### src/rtl/cpu_status_pkg.sv
// Purpose: Constants and carriers for the status word and second operand registers
// Assumes: 8-bit direct special function register space
// Notes:   Both registers sit on every register page
package cpu_status_pkg;

   // ----------------------------------------------------------------
   // Register addresses and reset values
   // ----------------------------------------------------------------
   localparam logic [7:0] STATUS_WORD_ADDR   = 8'hD0;
   localparam logic [7:0] SECOND_OPND_ADDR   = 8'hF0;
   localparam logic [7:0] STATUS_WORD_RESET  = 8'h00;
   localparam logic [7:0] SECOND_OPND_RESET  = 8'h00;

   // ----------------------------------------------------------------
   // Status word field positions
   // ----------------------------------------------------------------
   localparam int CARRY_BIT    = 7;
   localparam int NIBBLE_BIT   = 6;
   localparam int USER0_BIT    = 5;
   localparam int BANK_HI_BIT  = 4;
   localparam int BANK_LO_BIT  = 3;
   localparam int OVERFLOW_BIT = 2;
   localparam int USER1_BIT    = 1;
   localparam int PARITY_BIT   = 0;
   localparam logic [4:0] BANK_SPAN = 5'h08;

   // ----------------------------------------------------------------
   // Arithmetic operation codes from the core
   // ----------------------------------------------------------------
   typedef enum logic [2:0] {
      OP_NONE = 3'b000,
      OP_ADD  = 3'b001,
      OP_ADDC = 3'b010,
      OP_SUBB = 3'b011,
      OP_MUL  = 3'b100,
      OP_DIV  = 3'b101
   } arith_op_e;

   // Register access from the core
   typedef struct packed {
      logic       byteWr;
      logic       bitWr;
      logic [7:0] addr;
      logic [2:0] bitSel;
      logic [7:0] wrData;
      logic       bitVal;
   } sfr_req_s;

   // Arithmetic request from the core
   typedef struct packed {
      arith_op_e  op;
      logic [7:0] opA;
      logic [7:0] opB;
   } arith_req_s;

endpackage

### src/rtl/cpu_status_and_b_register.sv
// Purpose: Status word and second operand registers of the CPU core
// Assumes: Core supplies accumulator value, arithmetic request and SFR writes
// Notes:   Arithmetic flag update wins over a software write in the same cycle
`timescale 1ns/10ps

module cpu_status_and_b_register
   import cpu_status_pkg::*;
(
   input  wire logic       clock,
   input  wire logic       rst,
   input  wire sfr_req_s   sfrReq,
   input  wire arith_req_s arithReq,
   input  wire logic [7:0] accValue,
   input  wire logic [7:0] mulHigh,
   input  wire logic [7:0] mulLow,
   input  wire logic [7:0] divQuot,
   input  wire logic [7:0] divRem,
   output logic      [7:0] statusWord,
   output logic      [7:0] secondOperand,
   output logic      [7:0] rdData,
   output logic            carryOut,
   output logic      [4:0] bankBase
);

   // ----------------------------------------------------------------
   // Helpers
   // ----------------------------------------------------------------
   function automatic logic [7:0] merge_bit(input logic [7:0] cur, input logic [2:0] sel,
                                            input logic v);
      logic [7:0] res;
      res      = cur;
      res[sel] = v;
      return res;
   endfunction

   function automatic logic hit(input logic [7:0] a, input logic [7:0] target);
      return a == target;
   endfunction

   // ----------------------------------------------------------------
   // State
   // ----------------------------------------------------------------
   logic [7:0] statusStore_r;
   logic [7:0] statusStore_nxt;
   logic [7:0] second_r;
   logic [7:0] second_nxt;
   logic [7:0] rdData_r;
   logic [7:0] rdData_nxt;
   logic       parity;
   logic [8:0] sum9;
   logic [4:0] sum5;
   logic       cin;
   logic       ovAdd;
   logic       ovSub;

   assign parity = ^accValue;
   assign cin    = (arithReq.op == OP_NONE || arithReq.op == OP_ADD) ? 1'b0
                   : statusStore_r[CARRY_BIT];

   // ----------------------------------------------------------------
   // Arithmetic flag terms
   // ----------------------------------------------------------------
   always_comb begin
      sum9  = 9'h000;
      sum5  = 5'h00;
      ovAdd = 1'b0;
      ovSub = 1'b0;
      if (arithReq.op == OP_SUBB) begin
         sum9  = {1'b0, arithReq.opA} - {1'b0, arithReq.opB} - {8'h00, cin};
         sum5  = {1'b0, arithReq.opA[3:0]} - {1'b0, arithReq.opB[3:0]} - {4'h0, cin};
         ovSub = (arithReq.opA[7] != arithReq.opB[7]) && (sum9[7] != arithReq.opA[7]);
      end else begin
         sum9  = {1'b0, arithReq.opA} + {1'b0, arithReq.opB} + {8'h00, cin};
         sum5  = {1'b0, arithReq.opA[3:0]} + {1'b0, arithReq.opB[3:0]} + {4'h0, cin};
         ovAdd = (arithReq.opA[7] == arithReq.opB[7]) && (sum9[7] != arithReq.opA[7]);
      end
   end

   // ----------------------------------------------------------------
   // Next register values
   // ----------------------------------------------------------------
   always_comb begin
      statusStore_nxt = statusStore_r;
      second_nxt      = second_r;
      if (sfrReq.byteWr && hit(sfrReq.addr, STATUS_WORD_ADDR)) begin
         statusStore_nxt = sfrReq.wrData;
      end
      if (sfrReq.bitWr && hit(sfrReq.addr, STATUS_WORD_ADDR)) begin
         statusStore_nxt = merge_bit(statusStore_r, sfrReq.bitSel, sfrReq.bitVal);
      end
      if (sfrReq.byteWr && hit(sfrReq.addr, SECOND_OPND_ADDR)) begin
         second_nxt = sfrReq.wrData;
      end
      if (sfrReq.bitWr && hit(sfrReq.addr, SECOND_OPND_ADDR)) begin
         second_nxt = merge_bit(second_r, sfrReq.bitSel, sfrReq.bitVal);
      end
      case (arithReq.op)
         OP_ADD, OP_ADDC: begin
            statusStore_nxt[CARRY_BIT]    = sum9[8];
            statusStore_nxt[NIBBLE_BIT]   = sum5[4];
            statusStore_nxt[OVERFLOW_BIT] = ovAdd;
         end
         OP_SUBB: begin
            statusStore_nxt[CARRY_BIT]    = sum9[8];
            statusStore_nxt[NIBBLE_BIT]   = sum5[4];
            statusStore_nxt[OVERFLOW_BIT] = ovSub;
         end
         OP_MUL: begin
            statusStore_nxt[CARRY_BIT]    = 1'b0;
            statusStore_nxt[OVERFLOW_BIT] = (mulHigh != 8'h00);
            second_nxt                    = mulHigh;
         end
         OP_DIV: begin
            statusStore_nxt[CARRY_BIT]    = 1'b0;
            statusStore_nxt[OVERFLOW_BIT] = (arithReq.opB == 8'h00);
            if (arithReq.opB != 8'h00) begin
               second_nxt = divRem;
            end
         end
         default: begin
         end
      endcase
      statusStore_nxt[PARITY_BIT] = 1'b0;
   end

   // Read path: registered data for the addressed register
   always_comb begin
      if (hit(sfrReq.addr, STATUS_WORD_ADDR)) begin
         rdData_nxt = {statusStore_nxt[7:1], parity};
      end else if (hit(sfrReq.addr, SECOND_OPND_ADDR)) begin
         rdData_nxt = second_nxt;
      end else begin
         rdData_nxt = 8'h00;
      end
   end

   always_ff @(posedge clock) begin
      if (rst) begin
         statusStore_r <= STATUS_WORD_RESET;
         second_r      <= SECOND_OPND_RESET;
      end else begin
         statusStore_r <= statusStore_nxt;
         second_r      <= second_nxt;
      end
   end

   // Read data register
   always_ff @(posedge clock) begin
      if (rst) begin
         rdData_r <= 8'h00;
      end else begin
         rdData_r <= rdData_nxt;
      end
   end

   assign statusWord    = {statusStore_r[7:1], parity};
   assign secondOperand = second_r;
   assign rdData        = rdData_r;
   assign carryOut      = statusStore_r[CARRY_BIT];
   assign bankBase      = {statusStore_r[BANK_HI_BIT:BANK_LO_BIT], 3'b000};

   // ----------------------------------------------------------------
   // Checks
   // ----------------------------------------------------------------
   property p_parity;
      @(posedge clock) disable iff (rst) statusWord[PARITY_BIT] == ^accValue;
   endproperty
   a_parity: assert property (p_parity) else $error("parity flag wrong");

   property p_reset;
      @(posedge clock) rst |=> (statusWord[7:1] == 7'h00 && secondOperand == 8'h00
                                && rdData == 8'h00 && bankBase == 5'h00);
   endproperty
   a_reset: assert property (p_reset) else $error("reset value wrong");

   property p_bank;
      @(posedge clock) disable iff (rst)
         bankBase == {statusWord[BANK_HI_BIT:BANK_LO_BIT], 3'b000};
   endproperty
   a_bank: assert property (p_bank) else $error("bank base wrong");

   property p_user_hold;
      @(posedge clock) disable iff (rst)
         !(hit(sfrReq.addr, STATUS_WORD_ADDR) && (sfrReq.byteWr || sfrReq.bitWr))
         |=> $stable(statusWord[USER0_BIT]) && $stable(statusWord[USER1_BIT]);
   endproperty
   a_user_hold: assert property (p_user_hold) else $error("user flag changed");

   property p_add_carry;
      @(posedge clock) disable iff (rst)
         arithReq.op == OP_ADD
         |=> statusWord[CARRY_BIT]
             == ({1'b0, $past(arithReq.opA)} + {1'b0, $past(arithReq.opB)} > 9'h0FF);
   endproperty
   a_add_carry: assert property (p_add_carry) else $error("add carry wrong");

   property p_mul_ov;
      @(posedge clock) disable iff (rst)
         arithReq.op == OP_MUL
         |=> statusWord[OVERFLOW_BIT] == ({$past(mulHigh), $past(mulLow)} > 16'h00FF);
   endproperty
   a_mul_ov: assert property (p_mul_ov) else $error("multiply overflow wrong");

   property p_div_ov;
      @(posedge clock) disable iff (rst)
         arithReq.op == OP_DIV |=> statusWord[OVERFLOW_BIT] == ($past(arithReq.opB) == 8'h00);
   endproperty
   a_div_ov: assert property (p_div_ov) else $error("divide overflow wrong");

   property p_add_ov;
      @(posedge clock) disable iff (rst)
         arithReq.op == OP_ADD && arithReq.opA == 8'h7F && arithReq.opB == 8'h01
         |=> statusWord[OVERFLOW_BIT] && !statusWord[CARRY_BIT];
   endproperty
   a_add_ov: assert property (p_add_ov) else $error("add overflow wrong");

   property p_nibble;
      @(posedge clock) disable iff (rst)
         arithReq.op == OP_ADD && arithReq.opA == 8'h0F && arithReq.opB == 8'h01
         |=> statusWord[NIBBLE_BIT] && !statusWord[OVERFLOW_BIT];
   endproperty
   a_nibble: assert property (p_nibble) else $error("nibble carry wrong");

   property p_second_wr;
      @(posedge clock) disable iff (rst)
         sfrReq.byteWr && sfrReq.addr == SECOND_OPND_ADDR && arithReq.op == OP_NONE
         |=> secondOperand == $past(sfrReq.wrData);
   endproperty
   a_second_wr: assert property (p_second_wr) else $error("second operand write lost");

   // ----------------------------------------------------------------
   // Checks: register access and read path
   // ----------------------------------------------------------------
   property p_rd_second;
      @(posedge clock) disable iff (rst)
         hit(sfrReq.addr, SECOND_OPND_ADDR) && !sfrReq.byteWr && !sfrReq.bitWr
         && arithReq.op == OP_NONE |=> rdData == $past(secondOperand);
   endproperty
   a_rd_second: assert property (p_rd_second) else $error("second operand read wrong");

   property p_rd_parity;
      @(posedge clock) disable iff (rst)
         hit(sfrReq.addr, STATUS_WORD_ADDR) |=> rdData[PARITY_BIT] == ^$past(accValue);
   endproperty
   a_rd_parity: assert property (p_rd_parity) else $error("read parity wrong");

   property p_user_wr;
      @(posedge clock) disable iff (rst)
         sfrReq.bitWr && hit(sfrReq.addr, STATUS_WORD_ADDR) && sfrReq.bitSel == 3'(USER0_BIT)
         |=> statusWord[USER0_BIT] == $past(sfrReq.bitVal);
   endproperty
   a_user_wr: assert property (p_user_wr) else $error("user flag write lost");

   property p_bank_wr;
      @(posedge clock) disable iff (rst)
         sfrReq.byteWr && !sfrReq.bitWr && hit(sfrReq.addr, STATUS_WORD_ADDR)
         |=> bankBase[4:3] == $past(sfrReq.wrData[BANK_HI_BIT:BANK_LO_BIT])
             && bankBase[2:0] == 3'b000;
   endproperty
   a_bank_wr: assert property (p_bank_wr) else $error("bank select write wrong");

   // ----------------------------------------------------------------
   // Checks: arithmetic flags and second operand results
   // ----------------------------------------------------------------
   property p_addc_carry;
      @(posedge clock) disable iff (rst)
         arithReq.op == OP_ADDC
         |=> carryOut == ({1'b0, $past(arithReq.opA)} + {1'b0, $past(arithReq.opB)}
                          + {8'h00, $past(carryOut)} > 9'h0FF);
   endproperty
   a_addc_carry: assert property (p_addc_carry) else $error("add with carry wrong");

   property p_sub_borrow;
      @(posedge clock) disable iff (rst)
         arithReq.op == OP_SUBB
         |=> carryOut == ({1'b0, $past(arithReq.opA)}
                          < {1'b0, $past(arithReq.opB)} + {8'h00, $past(carryOut)});
   endproperty
   a_sub_borrow: assert property (p_sub_borrow) else $error("subtract borrow wrong");

   property p_sub_ov;
      @(posedge clock) disable iff (rst)
         arithReq.op == OP_SUBB && arithReq.opA == 8'h80 && arithReq.opB == 8'h01
         |=> statusWord[OVERFLOW_BIT] && !carryOut;
   endproperty
   a_sub_ov: assert property (p_sub_ov) else $error("subtract overflow wrong");

   property p_add_clear;
      @(posedge clock) disable iff (rst)
         arithReq.op == OP_ADD && arithReq.opA[7] != arithReq.opB[7]
         |=> !statusWord[OVERFLOW_BIT];
   endproperty
   a_add_clear: assert property (p_add_clear) else $error("overflow not cleared");

   property p_mul_second;
      @(posedge clock) disable iff (rst)
         arithReq.op == OP_MUL |=> secondOperand == $past(mulHigh);
   endproperty
   a_mul_second: assert property (p_mul_second) else $error("product high byte lost");

   property p_div_second;
      @(posedge clock) disable iff (rst)
         arithReq.op == OP_DIV && arithReq.opB != 8'h00 |=> secondOperand == $past(divRem);
   endproperty
   a_div_second: assert property (p_div_second) else $error("remainder lost");

   property p_div_keep;
      @(posedge clock) disable iff (rst)
         arithReq.op == OP_DIV && arithReq.opB == 8'h00 && !sfrReq.byteWr && !sfrReq.bitWr
         |=> $stable(secondOperand);
   endproperty
   a_div_keep: assert property (p_div_keep) else $error("zero divide changed operand");

endmodule // cpu_status_and_b_register

### config.mk
export PLATFORM = sky130hd
export DESIGN_NAME = cpu_status_and_b_register
export DESIGN_NICKNAME = d
export VERILOG_FILES = /design/src/rtl/cpu_status_pkg.sv /design/src/rtl/cpu_status_and_b_register.sv
export SDC_FILE = /design/constraint.sdc
export NUM_CORES = 1
export LEC_CHECK = 0
export ABC_AREA = 1
export BUFFER_PORTS_ARGS = -buffer_cell sky130_fd_sc_hd__buf_2
export CORE_UTILIZATION = 35
export DETAILED_ROUTE_END_ITERATION = 7
export GPL_TIMING_DRIVEN = 1
export PLACE_DENSITY = 0.71
export SETUP_SLACK_MARGIN = 0.4
export SYNTH_ARGS = -nofsm -noshare
export SYNTH_HDL_FRONTEND = slang
export SYNTH_SLANG_ARGS = --single-unit
### constraint.sdc
create_clock -name clock -period 4.15 [get_ports clock]
set_clock_uncertainty 0.2 [all_clocks]
set_input_delay 0.415 -clock clock [delete_from_list [all_inputs] [get_ports clock]]
set_output_delay 0.415 -clock clock [all_outputs]
set_load 0.02 [all_outputs]
# Word level (Yosys, flattened, before mapping)
# Index checks and enable logic that the tools add are counted.
# W data, S select, Z words.
[totals]
ramBits = 0
register_bits = 24
mem_count = 0
word_cells = 59
latch_bits = 0
rom_bits = 0
out_inout_bits = 30
in_bits = 83
[classes]
n_addsub = 8
reduce_logical = 16
n_lt_le_gt_ge = 2
muxes = 18
n_mul = 0
n_shift = 0
n_eq_ne = 11
n_div = 0
n_bitwise = 0
[ops]
columns = ["cell", "count"]
rows = [
  ["$mux W8", 7],
  ["$bwmux W8", 2],
  ["$eq A8 B8 Y1 const B", 2],
  ["$pmux W8 S2", 1],
  ["$reduce_bool A8 Y1", 2],
  ["$add A8 B8 Y9", 1],
  ["$add A9 B1 Y9", 1],
  ["$mux W9", 1],
  ["$sub A8 B8 Y9", 1],
  ["$sub A9 B1 Y9", 1],
  ["$logic_not A8 Y1", 1],
  ["$reduce_xor A8 Y1", 1],
  ["$logic_and A1 B1 Y1", 7],
  ["$eq A3 B2 Y1 const B", 2],
  ["$eq A3 B3 Y1 const B", 2],
  ["$add A4 B4 Y5", 1],
  ["$add A5 B1 Y5", 1],
  ["$mux W5", 1],
  ["$sub A4 B4 Y5", 1],
  ["$sub A5 B1 Y5", 1],
  ["$lt A3 B4 Y1 const B", 1],
  ["$pmux W1 S4", 1],
  ["$reduce_or A2 Y1", 2],
  ["$demux W1 S3", 1],
  ["9 further kinds", 13],
]

# Logic depth before layout (Yosys ltp)
# Gate-level depths: netlist (run 1).
[depth]
depth_word = 10
depth_mapped = 19
mapped_depth_nobuf = 19

# Worst setup path before layout (run 1)
# No wires, ideal clock.
[synth_path]
path_kind = "register to register"
startpoint = "register statusStore_r[7]"
endpoint = "register rdData_r[2], in the netlist rdData[2]"
t_required_ns = 3.837
path_slack_ns = 1.869
synth_period_minus_slack_ns = 2.281
path_buffers = 0
setup_time_ns = 0.113
path_stages_with_launch = 17
t_arrival_ns = 1.968
path_cell_list = "dfxtp_1 -> nand2_1 -> ha_1 -> a21o_1 -> ha_1 -> nand2_1 -> nand3_1 -> nand2_1 -> nand3_1 -> nand2_1 -> nand3_1 -> nand3_1 -> nand2_1 -> inv_1 -> nand3_2 -> nand3_1 -> nand2_1"
[synth_via]
elab_chain_len = 6
word_cells_on_any_way = 9
cone_classes = "add/sub (2); eq/ne (2); mux (3); reduce/logical (2)"
[synth_rtl]
columns = ["element", "line_no", "source"]
rows = [
  ["start: declaration", "cpu_status_and_b_register.sv:43", "logic [7:0] statusStore_r;"],
  ["start signal: assignment", "cpu_status_and_b_register.sv:142", "statusStore_r <= statusStore_nxt;"],
  ["$mux W1 *", "cpu_status_and_b_register.sv:57", "assign cin = (arithReq.op == OP_NONE || arithReq.op == OP_ADD) ? 1'b0"],
  ["$sub A9 B1 Y9 / $add A9 B1 Y9 (equally long branches)", "cpu_status_and_b_register.sv:69, cpu_status_and_b_register.sv:73", ""],
  ["$ne A1 B1 Y1 (on tied branches)", "cpu_status_and_b_register.sv:71, cpu_status_and_b_register.sv:75", ""],
  ["$logic_and A1 B1 Y1 (on tied branches)", "cpu_status_and_b_register.sv:71, cpu_status_and_b_register.sv:75", ""],
  ["$pmux W1 S4 *", "cpu_status_and_b_register.sv:97", "case (arithReq.op)"],
  ["$mux W8 *", "cpu_status_and_b_register.sv:128", "if (hit(sfrReq.addr, STATUS_WORD_ADDR)) begin"],
  ["end signal: assignment", "cpu_status_and_b_register.sv:152", "rdData_r <= rdData_nxt;"],
  ["end: declaration", "cpu_status_and_b_register.sv:47", "logic [7:0] rdData_r;"],
]
# Every way passes the cells marked *; elsewhere a longest branch is shown, timed or not.
# A chain may end at the register's enable or synchronous reset.

# Worst setup path after layout (run 1)
# Ends and elaborated chain as after synthesis.

==> metrics.yaml, run 1 <==
status:
  status: "complete, no violations"
cts:
  cts_resized: 0
  cts_root_buf: "clkbuf_8"
  clk_pin_slew_ns: 0.08
  clk_latency_ns: 0.27
  numClockSinks: 23
  cts_made_buffers: 3
  post-cts-setup-buffers: 0
  hold_buffers: 0
  cts_buffer_depth: 2
  h-tree-depth: 1
  cts_tree: "done"
logic_synthesis:
  yosysUniqueCellTypes: 34
  synth_top_area_cell: "dfxtp_1"
  synth.top_cells.by_area: "dfxtp_1, nand2_1, inv_1"
  synth_area_mm2: 0.00247
  yosys_warnings: 0
  synthArstFlopShare: 0
  synth_ff_type: "dfxtp_1"
  yosysMostFrequentCell: "nand2_1"
  synth_edf_count: 0
  synth_common_cells: "nand2_1, inv_1, nor2_1"
  netlist.area_leader.share: 0.187
  syn_inst: 413
  ys_seq_elements: 23
  syn_area_per_cell_um2: 5.97
  seq_area_frac_synth: 0.187
sta:
  worstMarginPinSlew_ns: 0.689
  fmax_mhz: 415
  fin_ws_ns: 1.74
  drv_slew: 0
  rsz0062_at_grt: "false"
  tns_ns: 0
  slew_headroom: 0.541
  final-setup-viol-count: 0
  holdWs_ns: 0.246
  hold_viol_final: 0
  period_minus_slack_ns: 2.41
  period_share: 0.581
floorplan:
  die_height_um: 86.0
  dieArea_mm2: 0.00739
  io_pins: 113
  rows: 30
  fp.dieW_um: 86.0
  start_util: 0.363
  core_area_mm2: 0.00679
routing:
  drc: 0
  vias_per_cell: 4.77
  via_count: 2842
  wirelength_um: 6730
  first_pass_iters: 4
  ant_nets: 0
  drt_iter0_drc: 180
  routedWlPerCell_um: 11.3
power:
  power_switching_mw: 0.229
  ir_drop_mv: 0.112
  p_int_mw: 0.388
  switching_share: 0.371
  p_per_area_mw_per_mm2: 204
  p_leak_nw: 1.74
  seq_power_share: 0.378
  pwr-share-clk: 0.234
  comb_power_share: 0.388
layout:
  multi_input_area_mm2: 0.00164
  n_fill_cell: 746
  antenna_cells: 0
  regArea_um2: 460
  drive_above_1_share: 0.226
  final_nets: 605
  syn_to_final_growth_pct: 22.6
  final_area_mm2: 0.00303
min_path:
  holdPathStages: 3
  hold_path_class: "in2reg"
global_routing:
  grt_pass1_vias: 2520
  grt_max_degree: 16
  antenna_found_initial: 0
  grt_pass1_wl_um: 11100
  grt_usage: 0.183
  grt_overflow: 0
placed_design:
  hpwlAfterDp_um: 5680
  gp_congestion: 0.870
  preCtsSetupSlack_ns: 1.45
  portBuffers: 93
  dpl-instance-area_mm2: 0.00298
critical_path:
  r2r_cells: 16
  worstPathArrival_ns: 2.38
  cp_max_fo: 5
  crit_path_end_kind: "flip-flop"
  path_class: "reg2reg"
  startpoint_type: "flip-flop"
  worstPathRequired_ns: 4.12
flow_run:
  maxCapViolCount: 0
[sequential cells by signal, indices dropped and copies added (netlist names)]
signal         cells
rdData             8
statusStore_r      7
secondOperand      8
[path summary, 6_finish.rpt]
| path | start | to | slack, ns |
|---|---|---|---|
| worst max-delay path | statusStore_r[7]$_SDFF_PP0_ | rdData[2]$_SDFF_PP0_ | 1.74 |
| worst min-delay path | divRem[7] | secondOperand[7]$_SDFF_PP0_ | 0.25 |
| worst max register to register | statusStore_r[7]$_SDFF_PP0_ | rdData[2]$_SDFF_PP0_ | 1.74 |
| worst min register to register | statusStore_r[5]$_SDFF_PP0_ | statusStore_r[5]$_SDFF_PP0_ | 0.43 |
[critical path, cell delays in order (launching register included)]
cell and delay [ns]:
dfxtp_1 0.40, nand2_1 0.08, ha_1 0.27, a21o_1 0.16, ha_1 0.26, nand2_1 0.06
nand3_1 0.10, nand2_1 0.13, nand3_1 0.10, nand2_1 0.07, nand3_1 0.06, nand3_1 0.08
nand2_1 0.05, inv_1 0.06, nand3_2 0.08, nand3_1 0.08, nand2_1 0.06
[power groups by stage]
stage | logic, mW | registers [mW] | clock network (mW)
after floorplan | 0.156 | 0.245 | 0
after global placement | 0.234 | 0.238 | 0
after detailed placement | 0.237 | 0.238 | 0
after CTS | 0.239 | 0.233 | 0.146
after global routing | 0.270 | 0.234 | 0.153
final | 0.239 | 0.233 | 0.144
[layer usage]
layer	share of wire	global-route usage
met1	0.45	0.243
met5	0	0
met2	0.46	0.316
met4	0.017	0.0455
met3	0.071	0.0212
[kinds of logic after synthesis]
kind of cell / share of synthesized area
adders and majority gates: 0.106
xor gates and xnor gates: 0.0248
AOI/OAI and AO/OA: 0.138
other: 0.00152
buffers and inverters: 0.151
DFF: 0.187
and+or+nand+nor: 0.392
[cell type report]
type                    count  share of cell area
clock inverters             1             0.00165
clock buffers               3              0.0136
inverters                  76              0.0959
well taps                  96              0.0397
multi-input cells         304               0.543
repair buffers             93               0.154
flip-flops and latches     23               0.152
[metrics by stage]
step / utilization / total power [mW] / cells
global placement: 0.438 / 0.472 / 592
floorplan: - / 0.401 / 415
detailed placement: 0.438 / 0.476 / 592
CTS: 0.445 / 0.618 / 596
global route: 0.445 / 0.658 / 596
finish: 0.445 / 0.617 / 596
[layout by cell type, fill, tap and decap left out]
cell type  count
nor2_1        54
inv_2          1
a21o_1         1
nand2_1       94
clkinv_2       1
o21ai_0       15
conb_1         3
nor3_4         2
o21ai_1        7
clkbuf_8       3
nor2_4         1
a21oi_1       27
nor4_4         1
a211oi_1       1
nand3_2        3
nand2_2        3
nand2_4        2
nand3_1       30
inv_1         74
nor3b_1        1
o211ai_2       1
buf_2         93
dfxtp_1       23
xnor2_1        6
nand4_1        6
nor3_1        14
clkinv_4       1
xor2_1         1
o211ai_1       8
o21a_1         1
nor3_2         1
ha_1          21
Note: power is estimated with default switching activity, not from simulation.
==> run 2, diff against run 1 <==
--- a/config.mk
+++ b/config.mk
@@ -5,12 +5,12 @@
 export SDC_FILE = /design/constraint.sdc
 export NUM_CORES = 1
 export LEC_CHECK = 0
-export ABC_AREA = 1
+export ABC_AREA = 0
 export BUFFER_PORTS_ARGS = -buffer_cell sky130_fd_sc_hd__buf_2
 export CORE_UTILIZATION = 35
 export DETAILED_ROUTE_END_ITERATION = 7
 export GPL_TIMING_DRIVEN = 1
-export PLACE_DENSITY = 0.71
+export PLACE_DENSITY = 0.72
 export SETUP_SLACK_MARGIN = 0.4
 export SYNTH_ARGS = -nofsm -noshare
 export SYNTH_HDL_FRONTEND = slang
==> constraint.sdc (replaced) <==
create_clock -name clock -period 2.4 [get_ports clock]
set_clock_uncertainty 0.2 [all_clocks]
set_input_delay 0.24 -clock clock [delete_from_list [all_inputs] [get_ports clock]]
set_output_delay 0.24 -clock clock [all_outputs]
set_load 0.02 [all_outputs]
==> metrics.yaml, run 2 <==
logic_synthesis:
  syn_inst: 290  # -30%
  synth_top_family_by_area: "simple AND/OR/NAND/NOR gates"
  yosysUniqueCellTypes: 53  # +56%
  synth_area_mm2: 0.00229  # -7.4%
  synth_common_cells: "a21oi_1, inv_1, nor2_1"
  synth.area.mux_share: 0.108  # +0.108
  seq_area_frac_synth: 0.201  # +0.0148
  yosys.area_share.simple: 0.230  # -0.162
  ys_seq_elements: 23  # unchanged
  yosysMostFrequentCell: "a21oi_1"
  synth_edf_count: 0  # unchanged
  syn_area_per_cell_um2: 7.88  # +32%
  synth.top_cells.by_area: "dfxtp_1, ha_1, mux2i_1"
  yosys_warnings: 0  # unchanged
  synthXorXnorAreaFrac: 0.0460  # +0.0211
  synthArstFlopShare: 0  # unchanged
  synth_top_area_cell: "dfxtp_1"
  synth_ff_type: "dfxtp_1"
  synthAdderAreaFrac: 0.115  # +0.00845
  synth_compound_area_frac: 0.209  # +0.0706
  netlist.area_leader.share: 0.201  # +0.0148
layout:
  layout_common_cells: "buf_2, a21oi_1, inv_1"
  syn_to_final_growth_pct: 27.7
  final_nets: 486  # -20%
  antenna_cells: 0  # unchanged
  drive_above_1_share: 0.349  # +0.123
  final_common_cell: "buf_2"
placed_design:
  hpwlAfterDp_um: 5260  # -7.4%
  gp_congestion: 0.842  # -3.2%
  preCtsSetupSlack_ns: -0.0304  # -1.48 ns
  portBuffers: 93  # unchanged
status:
  status: "complete, no violations"
routing:
  drc: 0  # unchanged
  vias_per_cell: 5.30  # +11%
  wirelength_um: 6590  # -2.0%
  ant_nets: 0  # unchanged
  routedWlPerCell_um: 14.4  # +27%
  via_count: 2429  # -15%
  first_pass_iters: 4  # unchanged
  drt_iter0_drc: 160  # -11%
power:
  pwr-share-clk: 0.234  # about the same
  seq_power_share: 0.375  # -0.003
  p_leak_nw: 1.56  # -10%
  ir_drop_mv: 0.213  # +90%
  power_mw: 1.07  # +73%
  p_int_mw: 0.698  # +80%
  p_per_area_mw_per_mm2: 366  # +79%
  power_switching_mw: 0.369  # +61%
  switching_share: 0.346  # -0.0250
  comb_power_share: 0.391  # +0.003
sta:
  fmax_mhz: 423  # +1.9%
  hold_viol_final: 0  # unchanged
  worstMarginPinSlew_ns: 0.766  # +0.0773 ns
  drv_slew: 0  # unchanged
  rsz0062_at_grt: "true"
  period_minus_slack_ns: 2.36  # -0.0457 ns
  fin_ws_ns: 0.0360  # -1.70 ns
  period_share: 0.985  # +0.404
  holdWs_ns: 0.156  # -0.0900 ns
  slew_headroom: 0.489  # -0.0515
  final-setup-viol-count: 0  # unchanged
critical_path:
  reg2reg_slack_ns: 0.04  # -1.70 ns
  worst_path_largest_cell_delay_ns: 0.35  # -0.05 ns
  crit_chain: "o21ai_2, ha_1, a21o_1, ha_4, nand2_4, buf_4, buf_6, a21boi_2, or3_1, nand4_1, a21o_1, nor2b_1"
  crit_path_end_kind: "flip-flop"
  worstPathArrival_ns: 2.32  # -0.06 ns
  cp_common_cell: "a21o_1"
  worstPathRequired_ns: 2.35  # -1.77 ns
  startpoint_type: "flip-flop"
  cp_max_fo: 2  # -3
  worst_path_max_delay_cell: "dfxtp_4"
  path_class: "reg2reg"
cts:
  cts_root_buf: "clkbuf_8"
  cts_tree: "done"
  clk_pin_slew_ns: 0.09  # about the same
  numClockSinks: 23  # unchanged
  h-tree-depth: 1  # unchanged
  cts_made_buffers: 3  # unchanged
  cts_buffer_depth: 2  # unchanged
  clk_latency_ns: 0.27  # about the same
global_routing:
  grt_overflow: 0  # unchanged
  grt_usage: 0.192  # +0.00834
  antenna_found_initial: 0  # unchanged
  grt_max_degree: 25  # +9
  grt_pass1_vias: 2369  # -6.0%
  grt_pass1_wl_um: 10900  # -2.2%
flow_run:
  maxCapViolCount: 0  # unchanged
floorplan:
  rows: 29  # -3.3%
  dieArea_mm2: 0.00686  # -7.2%
  io_pins: 113  # unchanged
  fp.dieW_um: 82.8  # -3.7%
  core_area_mm2: 0.00631  # -7.1%
  start_util: 0.362  # -0.00110
  die_height_um: 82.8  # -3.7%
min_path:
  hold_path_class: "in2reg"
run 2: cell types whose count changed in the layout (fill, tap and decap cells not counted), moves of 7 or more:
cell      before  now
o21ai_0       15    4
nand3_1       30   10
nand2b_1       0    7
buf_4          0    9
inv_1         74   26
nand2_1       94   14
mux2i_1        0   19
o211ai_1       8    1
nor3_1        14    4
nor2_1        54   25
run 2: repair_timing:
item	in CTS	in global routing
endpoints found under the hold margin	0	0
resized for setup	5	5
setup buffers	1	1
endpoints found under the setup margin	6	7
pin swaps	2	5
hold buffers	0	0
run 2: kinds of logic (layout without fill, tap and decap cells):
kind of cell / Yosys count / after routing
and+or+nand+nor: 92 / 92
adders and majority gates: 21 / 21
buffers and inverters: 44 / 133
other: 1 / 3
AOI/OAI and AO/OA: 73 / 73
DFF: 23 / 23
muxes: 24 / 24
xor gates and xnor gates: 12 / 12
run 2: final timing paths:
| kind | from | to | cells after the start |
|---|---|---|---|
| setup reg to reg | statusStore_r[7]$_SDFF_PP0_ | statusStore_r[6]$_SDFF_PP0_ | 12 |
| setup / recovery | statusStore_r[7]$_SDFF_PP0_ | statusStore_r[6]$_SDFF_PP0_ | 12 |
| hold / removal | rst | secondOperand[2]$_SDFF_PP0_ | 2 |
| hold reg to reg | statusStore_r[3]$_SDFF_PP0_ | statusStore_r[3]$_SDFF_PP0_ | 2 |
run 2: cell type report:
cell class              instances  area (µm²)
repair buffers                103         544
fillers                       643        3390
multi-input cells             225        1670
flip-flops and latches         23         464
inverters                      26        97.6
clock buffers                   4        45.0
well taps                      77        96.3
run 2: power groups by stage:
stage / sequential [mW] / combinational (mW) / clock, mW
after CTS: 0.400 / 0.404 / 0.251
final: 0.400 / 0.418 / 0.250
after global placement: 0.408 / 0.384 / 0
after detailed placement: 0.408 / 0.394 / 0
after global routing: 0.401 / 0.466 / 0.263
after floorplan: 0.422 / 0.253 / 0
run 2: worst max-delay path, delay by kind of cell (launching register included):
family | cells | cell delay, ns
flops | 1 | 0.35
fa+ha+maj | 2 | 0.53
buf+inv | 2 | 0.24
compound gates | 4 | 0.54
simple gates | 4 | 0.38
run 2: stage by stage:
step                      instances   util  cell area (µm²)  TNS [ns]
after global placement          452  0.446             2820   -0.0533
after detailed placement        452  0.446             2820   -0.0763
final                           458  0.462             2920         0
after global routing            458  0.462             2920    -0.434
after CTS                       457  0.456             2880         0
after floorplan                 292      -             2310         0
run 2: metal layers:
layer | vias up | part of all wire | track usage
met5 | - | 0 | 0
met4 | 0 | 0.031 | 0.0643
met3 | 18 | 0.073 | 0.0179
met2 | 118 | 0.47 | 0.333
met1 | 1094 | 0.43 | 0.248
li1 | 1199 | - | -
==> run 3, diff against run 2 <==
==> constraint.sdc (replaced) <==
create_clock -name clock -period 2.8 [get_ports clock]
set_clock_uncertainty 0.2 [all_clocks]
set_input_delay 0.28 -clock clock [delete_from_list [all_inputs] [get_ports clock]]
set_output_delay 0.28 -clock clock [all_outputs]
set_load 0.02 [all_outputs]
==> metrics.yaml, run 3 (synthesized netlist as in run 2, its figures left out) <==
critical_path:
  worst_path_max_delay_cell: "dfxtp_4"
  worstPathArrival_ns: 2.33  # about the same
  worstPathRequired_ns: 2.78  # +0.43 ns
  worst_path_largest_cell_delay_ns: 0.36  # about the same
  crit_path_end_kind: "flip-flop"
  path_class: "reg2reg"
  crit_chain: "o21ai_2, ha_1, a21o_1, ha_1, nand2_2, a21oi_2, nor2_1, o31ai_1, xor2_1, o211ai_1, and2b_1"
  startpoint_type: "flip-flop"
  cp_common_cell: "ha_1"
  cp_max_fo: 2  # unchanged
routing:
  wirelength_um: 6400  # -2.9%
  drc: 0  # unchanged
  drt_iter0_drc: 194  # +21%
  first_pass_iters: 4  # unchanged
  via_count: 2361  # -2.8%
  vias_per_cell: 5.22  # -1.5%
  ant_nets: 0  # unchanged
  routedWlPerCell_um: 14.2  # -1.6%
sta:
  period_minus_slack_ns: 2.35  # -0.0139 ns
  period_share: 0.839  # -0.146
  final-setup-viol-count: 0  # unchanged
  fmax_mhz: 426  # +0.59%
  slew_headroom: 0.497  # +0.00779
  hold_viol_final: 0  # unchanged
  worstMarginPinSlew_ns: 0.754  # -0.0117 ns
  rsz0062_at_grt: "true"
  tns_ns: 0  # unchanged
  drv_slew: 0  # unchanged
  fin_ws_ns: 0.450  # +0.414 ns
cts:
  h-tree-depth: 1  # unchanged
  cts_tree: "done"
  hold_buffers: 0  # unchanged
  cts_buffer_depth: 2  # unchanged
  clk_latency_ns: 0.28  # about the same
  cts_root_buf: "clkbuf_8"
  numClockSinks: 23  # unchanged
  cts_made_buffers: 3  # unchanged
  clk_pin_slew_ns: 0.09  # about the same
status:
  status: "complete, no violations"
global_routing:
  antenna_found_initial: 0  # unchanged
  grt_max_degree: 25  # unchanged
  grt_usage: 0.181  # -0.0112
  grt_pass1_wl_um: 10200  # -6.0%
  grt_overflow: 0  # unchanged
  grt_pass1_vias: 2161  # -8.8%
layout:
  final_nets: 480  # -1.2%
  final_common_cell: "buf_2"
  layout_common_cells: "buf_2, a21oi_1, inv_1"
  syn_to_final_growth_pct: 24.2
  antenna_cells: 0  # unchanged
  drive_above_1_share: 0.333  # -0.0157
power:
  ir_drop_mv: 0.195  # -8.2%
  power_mw: 0.900  # -16%
  p_per_area_mw_per_mm2: 317  # -13%
  p_leak_nw: 1.52  # -2.4%
placed_design:
  gp_congestion: 0.858  # +1.9%
  hpwlAfterDp_um: 5060  # -3.8%
  preCtsSetupSlack_ns: 0.313  # +0.343 ns
  portBuffers: 93  # unchanged
floorplan:
  die_height_um: 82.8  # unchanged
  io_pins: 113  # unchanged
  core_area_mm2: 0.00631  # unchanged
  start_util: 0.362  # unchanged
  dieArea_mm2: 0.00686  # unchanged
  rows: 29  # unchanged
  fp.dieW_um: 82.8  # unchanged
min_path:
  hold_path_class: "in2reg"
flow_run:
  maxCapViolCount: 0  # unchanged
-- run 3: changes by cell type in the layout (fill, tap and decap cells not counted) --
| cell | previous run | this run |
|---|---|---|
| a21boi_2 | 1 | 0 |
| nand2_4 | 2 | 1 |
| a21boi_0 | 0 | 1 |
| a211oi_1 | 4 | 5 |
| buf_6 | 1 | 0 |
| buf_4 | 9 | 4 |
| ha_1 | 20 | 21 |
| nor2b_4 | 1 | 0 |
| a211oi_2 | 2 | 1 |
| ha_4 | 1 | 0 |
| clkinv_2 | 0 | 1 |
| nor2b_2 | 0 | 1 |
| clkbuf_1 | 1 | 0 |
| nand2_2 | 1 | 2 |
-- run 3: where the power goes --
group          internal (mW)  total, mW  switching, mW
registers              0.336      0.343        0.00683
logic                  0.148      0.338          0.190
clock network         0.0999      0.219          0.120
total                  0.584      0.900          0.316
-- run 3: routing by layer --
| metal | vias up | GRT usage | share of wire |
|---|---|---|---|
| li1 | 1189 | - | - |
| met1 | 1073 | 0.240 | 0.46 |
| met2 | 93 | 0.312 | 0.47 |
| met3 | 6 | 0.0229 | 0.067 |
| met4 | 0 | 0.0376 | 0.0075 |
| met5 | - | 0 | 0 |
-- run 3: layout make-up --
type	count	area (µm²)
Timing Repair Buffer	97	495
Fill cell	655	3470
Clock buffer	3	41.3
Clock inverter	1	5.00
Inverter	26	97.6
Sequential cell	23	464
Tap cell	77	96.3
Multi-Input combinational cell	225	1640
-- run 3: final timing paths --
kind	start	to	slack (ns)	cells after the start
setup / recovery	statusStore_r[7]$_SDFF_PP0_	statusStore_r[7]$_SDFF_PP0_	0.45	11
hold / removal	sfrReq[2]	secondOperand[1]$_SDFF_PP0_	0.18	5
setup reg to reg	statusStore_r[7]$_SDFF_PP0_	statusStore_r[7]$_SDFF_PP0_	0.45	11
hold reg to reg	statusStore_r[3]$_SDFF_PP0_	statusStore_r[3]$_SDFF_PP0_	0.44	2
-- run 3: timing repair --
item,CTS,global route
gates resized for setup,1,3
buffers inserted,1,0
setup endpoints to repair,3,5
pin swaps,1,4
-- run 3: stage by stage --
stage          cell area [µm²]  cells  hold slack (ns)  utilization
6_report                  2840    452            0.183        0.450
5_1_grt                   2840    452            0.205        0.450
4_1_cts                   2830    452            0.189        0.448
3_5_place_dp              2780    447            0.432        0.440
3_3_place_gp              2780    447            0.413        0.440
2_1_floorplan             2300    292            0.342            -
-- run 3: worst max-delay path, delay by kind of cell, from the launching register on --
family,cells,cell delay [ns]
fa+ha+maj,2,0.54
flops,1,0.36
xor+xnor,1,0.18
simple gates,3,0.30
compound gates,5,0.70
